### src/rtl/csc_cfg.svh
`ifndef CSC_CFG_SVH
`define CSC_CFG_SVH

// Register byte offsets on the APB
`define CSC_OFS_CTRL0 8'h00
`define CSC_OFS_CHSEL 8'h04
`define CSC_OFS_TCFG 8'h08
`define CSC_OFS_T16 8'h0C
`define CSC_OFS_T8 8'h10

// Primary control register fields
`define CSC_C0_ENABLE 7
`define CSC_C0_RANGE_HI 3
`define CSC_C0_RANGE_LO 2
`define CSC_C0_DIR 1
`define CSC_C0_XSEL 0

// Timer configuration register fields
`define CSC_TC_T8CS 0
`define CSC_TC_T16RUN 1
`define CSC_TC_T16CS_HI 3
`define CSC_TC_T16CS_LO 2
`define CSC_TC_GATE_EN 4
`define CSC_TC_TOGGLE 5
`define CSC_TC_GSS_HI 7
`define CSC_TC_GSS_LO 6

// Reset values
`define CSC_RST_CTRL0 8'h00
`define CSC_RST_CHSEL 4'h0
`define CSC_RST_TCFG 8'h00

// Instruction clock is the system clock divided by this
`define CSC_INSTR_DIV 4
`define CSC_CHANNELS 16

`endif

### src/rtl/csc_pkg.sv
package csc_pkg;
   typedef enum logic [1:0] {
      CSC_RNG_OFF = 2'b00,
      CSC_RNG_LOW = 2'b01,
      CSC_RNG_MED = 2'b10,
      CSC_RNG_HIGH = 2'b11
   } csc_range_e;

   typedef enum logic [1:0] {
      CSC_T16_INSTR = 2'b00,
      CSC_T16_SYS = 2'b01,
      CSC_T16_PIN = 2'b10,
      CSC_T16_SENSE = 2'b11
   } csc_t16_clk_e;

   typedef enum logic [1:0] {
      CSC_GSS_PIN = 2'b00,
      CSC_GSS_RSV1 = 2'b01,
      CSC_GSS_RSV2 = 2'b10,
      CSC_GSS_WDOG = 2'b11
   } csc_gate_src_e;

   typedef logic [15:0] csc_count_t;
endpackage

### src/rtl/csc_sync.sv
`timescale 1ns/100ps
// Two-stage synchroniser for the three asynchronous inputs
module csc_sync (
   input wire logic i_sys_clk,
   input wire logic i_rstn,
   input wire logic [2:0] i_async,
   output logic [2:0] o_sync
);
   logic [2:0] meta_ff;
   logic [2:0] sync_ff;
   logic [2:0] nxt_meta;
   logic [2:0] nxt_sync;

   // First stage feeds only the second stage
   always_comb begin
      nxt_meta = i_async;
      nxt_sync = meta_ff;
   end

   always_ff @(posedge i_sys_clk) begin
      if (!i_rstn) begin
         meta_ff <= 3'h0;
         sync_ff <= 3'h0;
      end else begin
         meta_ff <= nxt_meta;
         sync_ff <= nxt_sync;
      end
   end

   assign o_sync = sync_ff;
endmodule

### src/rtl/csc_gate_timer16.sv
`timescale 1ns/100ps
// 16-bit counter with gate control, level or toggle mode
module csc_gate_timer16 (
   input wire logic i_sys_clk,
   input wire logic i_rstn,
   input wire logic i_run,
   input wire logic i_gate_enable,
   input wire logic i_toggle_mode,
   input wire logic i_gate_level,
   input wire logic i_count_tick,
   input wire logic i_load,
   input wire csc_pkg::csc_count_t i_load_value,
   output csc_pkg::csc_count_t o_count,
   output logic o_gate_open
);
   import csc_pkg::*;

   csc_count_t count_ff;
   csc_count_t nxt_count;
   logic gate_prev_ff;
   logic nxt_gate_prev;
   logic toggle_ff;
   logic nxt_toggle;
   logic gate_open;

   // Toggle flop flips on each gate rising edge; cleared outside toggle mode or while the gate is disabled
   always_comb begin
      nxt_gate_prev = i_gate_level;
      nxt_toggle = toggle_ff;
      if (!i_toggle_mode || !i_gate_enable) begin
         nxt_toggle = 1'b0;
      end else if (i_gate_level && !gate_prev_ff) begin
         nxt_toggle = !toggle_ff;
      end
      gate_open = i_toggle_mode ? toggle_ff : i_gate_level;
      nxt_count = count_ff;
      // Software load wins over a count in the same cycle
      if (i_load) begin
         nxt_count = i_load_value;
      end else if (i_run && (!i_gate_enable || gate_open) && i_count_tick) begin
         nxt_count = count_ff + 16'h0001;
      end
   end

   always_ff @(posedge i_sys_clk) begin
      if (!i_rstn) begin
         count_ff <= 16'h0000;
         gate_prev_ff <= 1'b0;
         toggle_ff <= 1'b0;
      end else begin
         count_ff <= nxt_count;
         gate_prev_ff <= nxt_gate_prev;
         toggle_ff <= nxt_toggle;
      end
   end

   assign o_count = count_ff;
   assign o_gate_open = i_gate_enable ? gate_open : 1'b1;
endmodule

### src/rtl/csc_top.sv
`timescale 1ns/100ps
`include "csc_cfg.svh"
module csc_top #(
   parameter bit P_WIDE_VARIANT = 1'b1
) (
   input wire logic i_sys_clk,
   input wire logic i_rstn,
   input wire logic i_psel,
   input wire logic i_penable,
   input wire logic i_pwrite,
   input wire logic [7:0] i_paddr,
   input wire logic [31:0] i_pwdata,
   output logic [31:0] o_prdata,
   output logic o_pready,
   output logic o_pslverr,
   input wire logic i_osc_direction,
   input wire logic i_timer8_ext_clock_pin,
   input wire logic i_timer16_gate_pin,
   input wire logic i_sleep,
   input wire logic i_watchdog_overflow,
   input wire logic i_wake_early,
   output logic o_sense_unit_power,
   output logic o_osc_run,
   output csc_pkg::csc_range_e o_osc_current_range,
   output logic [15:0] o_sense_input_select,
   output logic o_watchdog_restart
);
   import csc_pkg::*;

   // Software state
   logic sense_unit_enable_ff;
   logic nxt_sense_unit_enable;
   csc_range_e osc_current_range_ff;
   csc_range_e nxt_osc_current_range;
   logic timer8_ext_source_sel_ff;
   logic nxt_timer8_ext_source_sel;
   logic [3:0] sense_channel_code_ff;
   logic [3:0] nxt_sense_channel_code;
   logic [7:0] tcfg_ff;
   logic [7:0] nxt_tcfg;
   logic [7:0] timer8_ff;
   logic [7:0] nxt_timer8;

   // Bus state
   logic [31:0] prdata_ff;
   logic [31:0] nxt_prdata;
   logic pready_ff;
   logic nxt_pready;
   logic pslverr_ff;
   logic nxt_pslverr;

   // Link-facing state
   logic [1:0] instr_div_ff;
   logic [1:0] nxt_instr_div;
   logic dir_prev_ff;
   logic nxt_dir_prev;
   logic ext_prev_ff;
   logic nxt_ext_prev;
   logic power_ff;
   logic nxt_power;
   logic osc_run_ff;
   logic nxt_osc_run;
   csc_range_e range_out_ff;
   csc_range_e nxt_range_out;
   logic [15:0] select_ff;
   logic [15:0] nxt_select;
   logic wd_restart_ff;
   logic nxt_wd_restart;

   // Combinational helpers
   logic [2:0] sync_in;
   logic dir_sync;
   logic ext_sync;
   logic gate_pin_sync;
   logic [3:0] chan_mask;
   logic wr_en;
   logic setup;
   logic hit;
   logic instr_tick;
   logic sense_edge;
   logic ext_edge;
   logic t8_tick;
   logic t16_tick;
   logic t16_gate;
   csc_count_t t16_count;
   logic t16_gate_open;
   csc_t16_clk_e t16_clk_sel;
   csc_gate_src_e gate_src;

   // Direction, timer8 pin and gate pin are asynchronous to the system clock
   csc_sync u_sync (
      .i_sys_clk(i_sys_clk),
      .i_rstn(i_rstn),
      .i_async({i_timer16_gate_pin, i_timer8_ext_clock_pin, i_osc_direction}),
      .o_sync(sync_in)
   );

   assign dir_sync = sync_in[0];
   assign ext_sync = sync_in[1];
   assign gate_pin_sync = sync_in[2];

   // Small variant drops the top channel bit so it stores and reads zero
   assign chan_mask = P_WIDE_VARIANT ? 4'hF : 4'h7;
   assign setup = i_psel && !i_penable;
   assign wr_en = i_psel && i_penable && pready_ff && i_pwrite;
   assign hit = (i_paddr == `CSC_OFS_CTRL0) || (i_paddr == `CSC_OFS_CHSEL) ||
                (i_paddr == `CSC_OFS_TCFG) || (i_paddr == `CSC_OFS_T16) ||
                (i_paddr == `CSC_OFS_T8);
   assign t16_clk_sel = csc_t16_clk_e'(tcfg_ff[`CSC_TC_T16CS_HI:`CSC_TC_T16CS_LO]);
   assign gate_src = csc_gate_src_e'(tcfg_ff[`CSC_TC_GSS_HI:`CSC_TC_GSS_LO]);

   // Instruction clock enable: system clock divided by four, stopped in Sleep
   always_comb begin
      nxt_instr_div = instr_div_ff + 2'd1;
      instr_tick = (instr_div_ff == 2'(`CSC_INSTR_DIV - 1)) && !i_sleep;
      nxt_dir_prev = dir_sync;
      nxt_ext_prev = ext_sync;
      // Oscillator edges reach Timer16 regardless of Sleep while it runs
      sense_edge = osc_run_ff && dir_sync && !dir_prev_ff;
      ext_edge = ext_sync && !ext_prev_ff;
   end

   // Timer8 clock choice; nothing reaches it while asleep
   always_comb begin
      if (i_sleep) begin
         t8_tick = 1'b0;
      end else if (!tcfg_ff[`CSC_TC_T8CS]) begin
         t8_tick = instr_tick;
      end else begin
         t8_tick = timer8_ext_source_sel_ff ? sense_edge : ext_edge;
      end
   end

   // Timer16 clock and gate choice
   always_comb begin
      unique case (t16_clk_sel)
         CSC_T16_INSTR: t16_tick = instr_tick;
         CSC_T16_SYS: t16_tick = 1'b1;
         CSC_T16_PIN: t16_tick = ext_edge;
         CSC_T16_SENSE: t16_tick = sense_edge;
      endcase
      // Reserved gate codes hold the gate level low
      unique case (gate_src)
         CSC_GSS_WDOG: t16_gate = i_watchdog_overflow;
         CSC_GSS_PIN: t16_gate = gate_pin_sync;
         CSC_GSS_RSV1: t16_gate = 1'b0;
         CSC_GSS_RSV2: t16_gate = 1'b0;
      endcase
   end

   csc_gate_timer16 u_timer16 (
      .i_sys_clk(i_sys_clk),
      .i_rstn(i_rstn),
      .i_run(tcfg_ff[`CSC_TC_T16RUN]),
      .i_gate_enable(tcfg_ff[`CSC_TC_GATE_EN]),
      .i_toggle_mode(tcfg_ff[`CSC_TC_TOGGLE]),
      .i_gate_level(t16_gate),
      .i_count_tick(t16_tick),
      .i_load(wr_en && (i_paddr == `CSC_OFS_T16)),
      .i_load_value(i_pwdata[15:0]),
      .o_count(t16_count),
      .o_gate_open(t16_gate_open)
   );

   // Register writes take effect at the access edge; timer8 load beats its tick
   always_comb begin
      nxt_sense_unit_enable = sense_unit_enable_ff;
      nxt_osc_current_range = osc_current_range_ff;
      nxt_timer8_ext_source_sel = timer8_ext_source_sel_ff;
      nxt_sense_channel_code = sense_channel_code_ff;
      nxt_tcfg = tcfg_ff;
      nxt_timer8 = t8_tick ? timer8_ff + 8'h01 : timer8_ff;
      if (wr_en) begin
         unique case (i_paddr)
            `CSC_OFS_CTRL0: begin
               nxt_sense_unit_enable = i_pwdata[`CSC_C0_ENABLE];
               nxt_osc_current_range = csc_range_e'(i_pwdata[`CSC_C0_RANGE_HI:`CSC_C0_RANGE_LO]);
               nxt_timer8_ext_source_sel = i_pwdata[`CSC_C0_XSEL];
            end
            `CSC_OFS_CHSEL: nxt_sense_channel_code = i_pwdata[3:0] & chan_mask;
            `CSC_OFS_TCFG: nxt_tcfg = i_pwdata[7:0];
            `CSC_OFS_T8: nxt_timer8 = i_pwdata[7:0];
            default: nxt_tcfg = tcfg_ff;
         endcase
      end
   end

   // Read data is captured in the setup cycle; pready rises for the access cycle
   always_comb begin
      nxt_pready = setup;
      nxt_pslverr = setup && !hit;
      nxt_prdata = 32'h0000_0000;
      if (setup) begin
         unique case (i_paddr)
            // Bits 6-4 read zero; direction is read-only
            `CSC_OFS_CTRL0: nxt_prdata = {24'h00_0000, sense_unit_enable_ff, 3'b000,
                                          osc_current_range_ff, dir_sync, timer8_ext_source_sel_ff};
            `CSC_OFS_CHSEL: nxt_prdata = {28'h000_0000, sense_channel_code_ff};
            `CSC_OFS_TCFG: nxt_prdata = {24'h00_0000, tcfg_ff};
            `CSC_OFS_T16: nxt_prdata = {15'h0000, t16_gate_open, t16_count};
            `CSC_OFS_T8: nxt_prdata = {24'h00_0000, timer8_ff};
            default: nxt_prdata = 32'h0000_0000;
         endcase
      end
   end

   // Pin-side outputs: power, oscillator, channel mux, watchdog restart
   always_comb begin
      nxt_power = sense_unit_enable_ff;
      nxt_osc_run = sense_unit_enable_ff && (osc_current_range_ff != CSC_RNG_OFF);
      nxt_range_out = sense_unit_enable_ff ? osc_current_range_ff : CSC_RNG_OFF;
      // Another wake source in Sleep restarts the watchdog, pushing back its overflow
      nxt_wd_restart = i_wake_early && i_sleep;
   end

   // One select line per sensing input
   genvar g;
   generate
      for (g = 0; g < `CSC_CHANNELS; g++) begin : g_chan
         // Codes past the implemented inputs select nothing
         assign nxt_select[g] = sense_unit_enable_ff && (sense_channel_code_ff == 4'(g)) &&
                                (P_WIDE_VARIANT || (g < 8));
      end
   endgenerate

   always_ff @(posedge i_sys_clk) begin
      if (!i_rstn) begin
         sense_unit_enable_ff <= 1'b0;
         osc_current_range_ff <= CSC_RNG_OFF;
         timer8_ext_source_sel_ff <= 1'b0;
         sense_channel_code_ff <= `CSC_RST_CHSEL;
         tcfg_ff <= `CSC_RST_TCFG;
         timer8_ff <= 8'h00;
      end else begin
         sense_unit_enable_ff <= nxt_sense_unit_enable;
         osc_current_range_ff <= nxt_osc_current_range;
         timer8_ext_source_sel_ff <= nxt_timer8_ext_source_sel;
         sense_channel_code_ff <= nxt_sense_channel_code;
         tcfg_ff <= nxt_tcfg;
         timer8_ff <= nxt_timer8;
      end
   end

   always_ff @(posedge i_sys_clk) begin
      if (!i_rstn) begin
         prdata_ff <= 32'h0000_0000;
         pready_ff <= 1'b0;
         pslverr_ff <= 1'b0;
      end else begin
         prdata_ff <= nxt_prdata;
         pready_ff <= nxt_pready;
         pslverr_ff <= nxt_pslverr;
      end
   end

   always_ff @(posedge i_sys_clk) begin
      if (!i_rstn) begin
         instr_div_ff <= 2'd0;
         dir_prev_ff <= 1'b0;
         ext_prev_ff <= 1'b0;
         power_ff <= 1'b0;
         osc_run_ff <= 1'b0;
         range_out_ff <= CSC_RNG_OFF;
         select_ff <= 16'h0000;
         wd_restart_ff <= 1'b0;
      end else begin
         instr_div_ff <= nxt_instr_div;
         dir_prev_ff <= nxt_dir_prev;
         ext_prev_ff <= nxt_ext_prev;
         power_ff <= nxt_power;
         osc_run_ff <= nxt_osc_run;
         range_out_ff <= nxt_range_out;
         select_ff <= nxt_select;
         wd_restart_ff <= nxt_wd_restart;
      end
   end

   assign o_prdata = prdata_ff;
   assign o_pready = pready_ff;
   assign o_pslverr = pslverr_ff;
   assign o_sense_unit_power = power_ff;
   assign o_osc_run = osc_run_ff;
   assign o_osc_current_range = range_out_ff;
   assign o_sense_input_select = select_ff;
   assign o_watchdog_restart = wd_restart_ff;
endmodule

### config.mk
export PLATFORM = sky130hd
export DESIGN_NAME = csc_top
export DESIGN_NICKNAME = d
export VERILOG_FILES = /design/src/rtl/csc_pkg.sv /design/src/rtl/csc_sync.sv /design/src/rtl/csc_gate_timer16.sv /design/src/rtl/csc_top.sv
export VERILOG_INCLUDE_DIRS = /design/src /design/src/rtl
export SDC_FILE = /design/constraint.sdc
export NUM_CORES = 1
export LEC_CHECK = 0
export BUFFER_PORTS_ARGS = -buffer_cell sky130_fd_sc_hd__buf_2
export CORE_ASPECT_RATIO = 1.1
export CORE_UTILIZATION = 52
export DETAILED_ROUTE_END_ITERATION = 12
export GPL_TIMING_DRIVEN = 0
export PLACE_DENSITY = 0.79
export SYNTH_ARGS = -nofsm -noshare
export SYNTH_HDL_FRONTEND = slang
export SYNTH_HIERARCHICAL = 1
export SYNTH_SLANG_ARGS = --single-unit
### constraint.sdc
create_clock -name i_sys_clk -period 2.65 [get_ports i_sys_clk]
set_input_delay 0.265 -clock i_sys_clk [delete_from_list [all_inputs] [get_ports i_sys_clk]]
set_output_delay 0.265 -clock i_sys_clk [all_outputs]
set_load 0.03 [all_outputs]
==> impl_metrics.yaml, run 1 <==
outcome:
  outcome: "finished, violations left"
  violations: "design-rule violations"
clocking:
  post_cts_buffers: 0
  cts_buffers: 9
  clock-sinks: 92
  postCtsResizedCells: 0
  cts_tree: "done"
  clk_pin_slew_worst_paths_ns: 0.10
  h-tree-depth: 3
  clock_latency_ns: 0.38
  hold_buffers: 0
  root_buffer: "clkbuf_8"
  clock_path_buffers: 2
placement:
  portBuffers: 71
  routabilityCongestion: 0.862
  hpwlAfterDp_mm: 6.51
  placed_cell_area_mm2: 0.00444
logic_synthesis:
  syn_area_mm2: 0.00393
  synth_area_per_cell_um2: 9.67
  yosysWarnings: 6
  synth_top_flop_cell: "dfxtp_1"
  ys_types: 57
  yosysSeqAreaShare: 0.469
  netlist.area_leader.share: 0.469
  synthTopCellsByArea: "dfxtp_1 47%, mux2i_1 5.4%, and2_1 3.2%, nor2_1 3.0%, buf_4 2.9%"
  synthArstFlopShare: 0
  synth-seq-cells: 92
  syn_inst: 406
  synth_edf_count: 0
  yosysTopAreaCell: "dfxtp_1"
route:
  wl_per_cell_um: 15.2
  drc: 6
  viasPerCell: 5.46
  routed_wl_mm: 9.00
  drt-initial-drc-count: 151
  drt_first_pass_iters: 11
  vias: 3234
  ant_nets: 0
floorplanning:
  core_area_mm2: 0.00717
  start_util: 0.548
  pin_count: 106
  die-width_um: 84.9
  core.rowCount: 32
  die_h_um: 93.1
  die_area_mm2: 0.00790
sta:
  drv_slew: 0
  setup_viol: 0
  slew_headroom: 0.540
  finalHoldViolCount: 0
  fin_crit_ns: 2.40
  holdWs_ns: 0.0773
  worst_slew_pin_slew_ns: 0.690
  clock_skew_ns: 0.0126
  rsz0062_at_grt: "false"
  fmax_mhz: 417
  finalCritPeriodShare: 0.904
  fin_setup_tns_ns: 0
power:
  cellPowerDensity_mw_per_mm2: 544
  irDropWorstVdd_mv: 0.239
  leakage_nw: 1.80
  power_mw: 2.53
critical_path:
  start_kind: "register"
  crit_type: "register to register"
  arrival_ns: 2.67
  crit_fanout: 10
  rr_startpoint: "instr_div_ff[0]"
  rrSetupSlack_ns: 0.25
  slowest_stage: "or4_1"
  worstPathRequired_ns: 2.93
  reg2reg_to: "u_timer16/o_count[15]"
  rr_worst_depth: 8
  end_kind: "register"
  path_cells: "ha_1 -> nor3b_1 -> a311oi_1 -> a31oi_1 -> nand4_1 -> a21o_4 -> or4_1 -> o2111a_1"
  cpPeakStageDelay_ns: 0.49
grt:
  grt_pass1_vias: 3076
  grt_first_pass_wirelength_mm: 14.4
  antenna_found_initial: 0
  grt_overflow: 0
  grtUsageTotal: 0.236
  grt_start_max_net_pins: 23
min_path:
  min_path_type: "input port to register"
  min_delay_path_depth: 2
  holdPathEnd: "o_pready"
  hold_start: "i_penable"
layout:
  final_cell_area_mm2: 0.00465
  drive_above_1_share: 0.237
  diodes: 0
  nets: 556
  area_growth_pct: 18.5
  final_util: 0.649
flow_run:
  maxCapViolCount: 0
## cells by family after synthesis
group / synth area share
muxes: 0.0857
AOI/OAI and AO/OA: 0.115
DFF: 0.469
and+or+nand+nor: 0.231
adders and majority gates: 0.00956
buffers and inverters: 0.0574
other: 0.000955
xor gates and xnor gates: 0.0312
## per-stage QoR
stage / setup slack (ns) / std cells
2_1_floorplan: 0.558 / 420
3_3_place_gp: 0.147 / 576
3_5_place_dp: 0.129 / 576
4_1_cts: 0.279 / 592
5_1_grt: 0.0746 / 592
6_report: 0.254 / 592
## worst max-delay path, delay by kind of cell (launching register included)
kind,cells,cell delay [ns]
AOI/OAI and AO/OA,4,0.88
adders and majority gates,1,0.16
DFF,1,0.35
and+or+nand+nor,3,0.90
## per-layer routing
metal	track usage	share of wire	up-vias
met3	0.0450	0.045	13
met5	0	0	-
met2	0.416	0.51	98
li1	-	-	1605
met4	0.0946	0.016	0
met1	0.284	0.43	1518
## layout by cell type, fill, tap and decap left out, types with 2 or more instances in the layout
cell and n:
a21oi_1 12, nand3_1 13, nor2_1 31, nor3_1 5, mux4_2 4, a31oi_1 12
clkbuf_8 9, nand3b_1 2, o22ai_1 8, nor3b_1 2, or4_1 8, clkinv_8 3
conb_1 15, ha_1 3, nand4_1 5, or3_1 2, inv_6 2, dfxtp_1 92
o21ai_0 17, o31ai_1 7, mux2i_1 21, nor4b_1 3, buf_2 72, a211oi_1 2
inv_8 2, nand2_1 25, and4_1 3, nand2b_1 8, xnor2_1 12, nor2b_1 18
clkbuf_1 15, buf_4 15, mux2_2 2, inv_1 8, and2_1 20, xor2_1 2
and3_1 3
## sequential cells by signal (all words and copies together) (netlist names), 3 cells and up
name,count
timer8_ff,8
u_sync/o_sync,3
sense_channel_code_ff,4
u_timer16/o_count,16
u_sync/meta_ff,3
o_prdata,17
o_sense_input_select,16
tcfg_ff,8
## synth_stat cells (2+ instances only)
cell      instances
or3_1             2
nor2_1           31
nand3_1          13
dfxtp_1          92
mux2_2            2
buf_4            15
a21oi_1          12
ha_1              3
clkbuf_1         15
xor2_1            2
a211oi_1          2
nand2b_1          8
and2_1           20
nor3_1            5
nor2b_1          18
mux2i_1          21
and3_1            3
nand3b_1          2
nor4b_1           3
nand2_1          25
or4_1             8
o31ai_1           7
o22ai_1           8
inv_1             8
nor3b_1           2
o21ai_0          17
mux4_2            4
a31oi_1          12
xnor2_1          12
and4_1            3
nand4_1           5
## cell type report
class	count	area [µm²]
Buffer	33	195
Clock buffer	9	124
Clock inverter	7	88.8
Fill cell	608	2510
Inverter	8	30.0
Multi-Input combinational cell	287	1910
Sequential cell	92	1840
Tap cell	85	106
Timing Repair Buffer	71	355
## power breakdown
part           switching (mW)  internal [mW]  leakage, nW
Clock                   0.588          0.384        0.107
Sequential            0.00391           1.39        0.743
Combinational           0.100         0.0613        0.952
Total                   0.692           1.84         1.80
## worst max-delay path by stage
stage | from | to | slack, ns | cells past startpoint
detailed placement | i_paddr[2] | timer8_ff[1] | 0.13 | 6
global placement | i_paddr[2] | timer8_ff[4] | 0.15 | 6
global route | instr_div_ff[0] | u_timer16/o_count[15] | 0.07 | 8
floorplan | instr_div_ff[0] | u_timer16/o_count[15] | 0.56 | 8
CTS | instr_div_ff[0] | u_timer16/o_count[15] | 0.28 | 8
finish | instr_div_ff[0] | u_timer16/o_count[15] | 0.25 | 8
(Power assumes the default switching activity.)
==> run 2, diff against run 1 <==
- PLACE_DENSITY: 0.79 -> 0.83
==> run 2 against run 1 <==
  * The flow still finishes with violations (design-rule violations)
  * Via count grew 3.8%
  * First-iteration DRC count grew 42%
  * Clock skew shrank 0.0017 ns
  * Non-clock buffer count is the same
  * Worst setup slack lost 0.026 ns
  * Utilization shrank 0.17 points
  * Global-route usage shrank 0.14 points
==> impl_metrics.yaml, run 2 (synthesis gave the netlist of run 1 again) <==
placement:
  placed_cell_area_mm2: 0.00444
  portBuffers: 71
  hpwlAfterDp_mm: 6.57
  routabilityCongestion: 0.952
outcome:
  outcome: "finished, violations left"
  violations: "design-rule violations"
sta:
  setup_viol: 0
  finalHoldViolCount: 0
  clock_skew_ns: 0.0109
  worst_slew_pin_slew_ns: 0.690
  rsz0062_at_grt: "false"
  slew_headroom: 0.540
  fin_crit_ns: 2.42
  drv_slew: 0
  finalCritPeriodShare: 0.914
  holdWs_ns: 0.0948
  fin_setup_tns_ns: 0
  fmax_mhz: 413
clocking:
  cts_buffers: 9
  h-tree-depth: 3
  clock-sinks: 92
  clk_pin_slew_worst_paths_ns: 0.10
  cts_tree: "done"
  postCtsResizedCells: 0
  post_cts_buffers: 0
  hold_buffers: 0
  clock_latency_ns: 0.37
  root_buffer: "clkbuf_8"
  clock_path_buffers: 2
layout:
  largest_reg_flops: 17
  final_cell_area_mm2: 0.00464
  drive_above_1_share: 0.237
  nets: 556
  diodes: 0
  final_cell_mix: "92 x dfxtp_1, 72 x buf_2, 31 x nor2_1"
  final_common_cell: "dfxtp_1"
  area_growth_pct: 18.2
floorplanning:
  pin_count: 106
  die-width_um: 84.9
  start_util: 0.548
  die_h_um: 93.1
  core_area_mm2: 0.00717
  die_area_mm2: 0.00790
  core.rowCount: 32
critical_path:
  arrival_ns: 2.69
  start_kind: "register"
  end_kind: "register"
  worstPathRequired_ns: 2.92
  crit_type: "register to register"
  crit_fanout: 10
grt:
  grt_start_max_net_pins: 23
  antenna_found_initial: 0
  grt_first_pass_wirelength_mm: 14.5
  grt_overflow: 0
  grtUsageTotal: 0.235
  grt_pass1_vias: 3054
route:
  wl_per_cell_um: 15.6
  ant_nets: 0
  drt-initial-drc-count: 215
  routed_wl_mm: 9.22
  viasPerCell: 5.67
  vias: 3358
  drc: 5
  drt_first_pass_iters: 10
min_path:
  min_path_type: "input port to register"
power:
  cellPowerDensity_mw_per_mm2: 540
  irDropWorstVdd_mv: 0.304
  power_mw: 2.51
  leakage_nw: 1.80
flow_run:
  maxCapViolCount: 0
==> run 2: cell counts in the layout (fill, tap and decap cells not counted) <==
No cell type changed its count.
==> run 2: path summary, 6_finish.rpt <==
kind | startpoint | endpoint | slack [ns] | cells past startpoint
worst max-delay path | instr_div_ff[0] | u_timer16/o_count[15] | 0.23 | 8
worst min-delay path | i_timer8_ext_clock_pin | u_sync/meta_ff[1] | 0.09 | 2
worst max register to register | instr_div_ff[0] | u_timer16/o_count[15] | 0.23 | 8
worst min register to register | u_sync/meta_ff[2] | u_sync/o_sync[2] | 0.44 | 1
==> run 2: cell type report <==
| class | instances | area, µm² |
|---|---|---|
| Clock inverter | 7 | 76.3 |
| Buffer | 33 | 195 |
| Clock buffer | 9 | 124 |
| Inverter | 8 | 30.0 |
| Timing Repair Buffer | 71 | 355 |
| Tap cell | 85 | 106 |
| Fill cell | 611 | 2530 |
| Multi-Input combinational cell | 287 | 1910 |
| Sequential cell | 92 | 1840 |
==> run 2: where the power goes <==
group | leakage, nW | total (mW) | internal (mW) | switching, mW
clock network | 0.103 | 0.945 | 0.375 | 0.570
logic | 0.952 | 0.165 | 0.0617 | 0.103
registers | 0.743 | 1.40 | 1.39 | 0.00397
total | 1.80 | 2.51 | 1.83 | 0.678
==> run 2: per-stage QoR <==
stage / worst slack [ns] / util / instances
after detailed placement: 0.105 / 0.620 / 576
final: 0.228 / 0.648 / 592
after global placement: 0.154 / 0.620 / 576
after CTS: 0.236 / 0.648 / 592
after global routing: 0.104 / 0.648 / 592
after floorplan: 0.558 / - / 420
==> run 2: metal layers <==
layer  up-vias  part of all wire  global-route usage
met5         -                 0                   0
met4         0             0.019               0.100
met3        22             0.060              0.0450
met2       154              0.51               0.409
met1      1579              0.41               0.284
li1       1603                 -                   -
==> run 2: worst max-delay path, stage by stage, from the launching register on <==
cell and delay (ns):
dfxtp_1 0.36, ha_1 0.18, nor3b_1 0.18, a311oi_1 0.08, a31oi_1 0.29, nand4_1 0.23
a21o_4 0.27, or4_1 0.46, o2111a_1 0.25
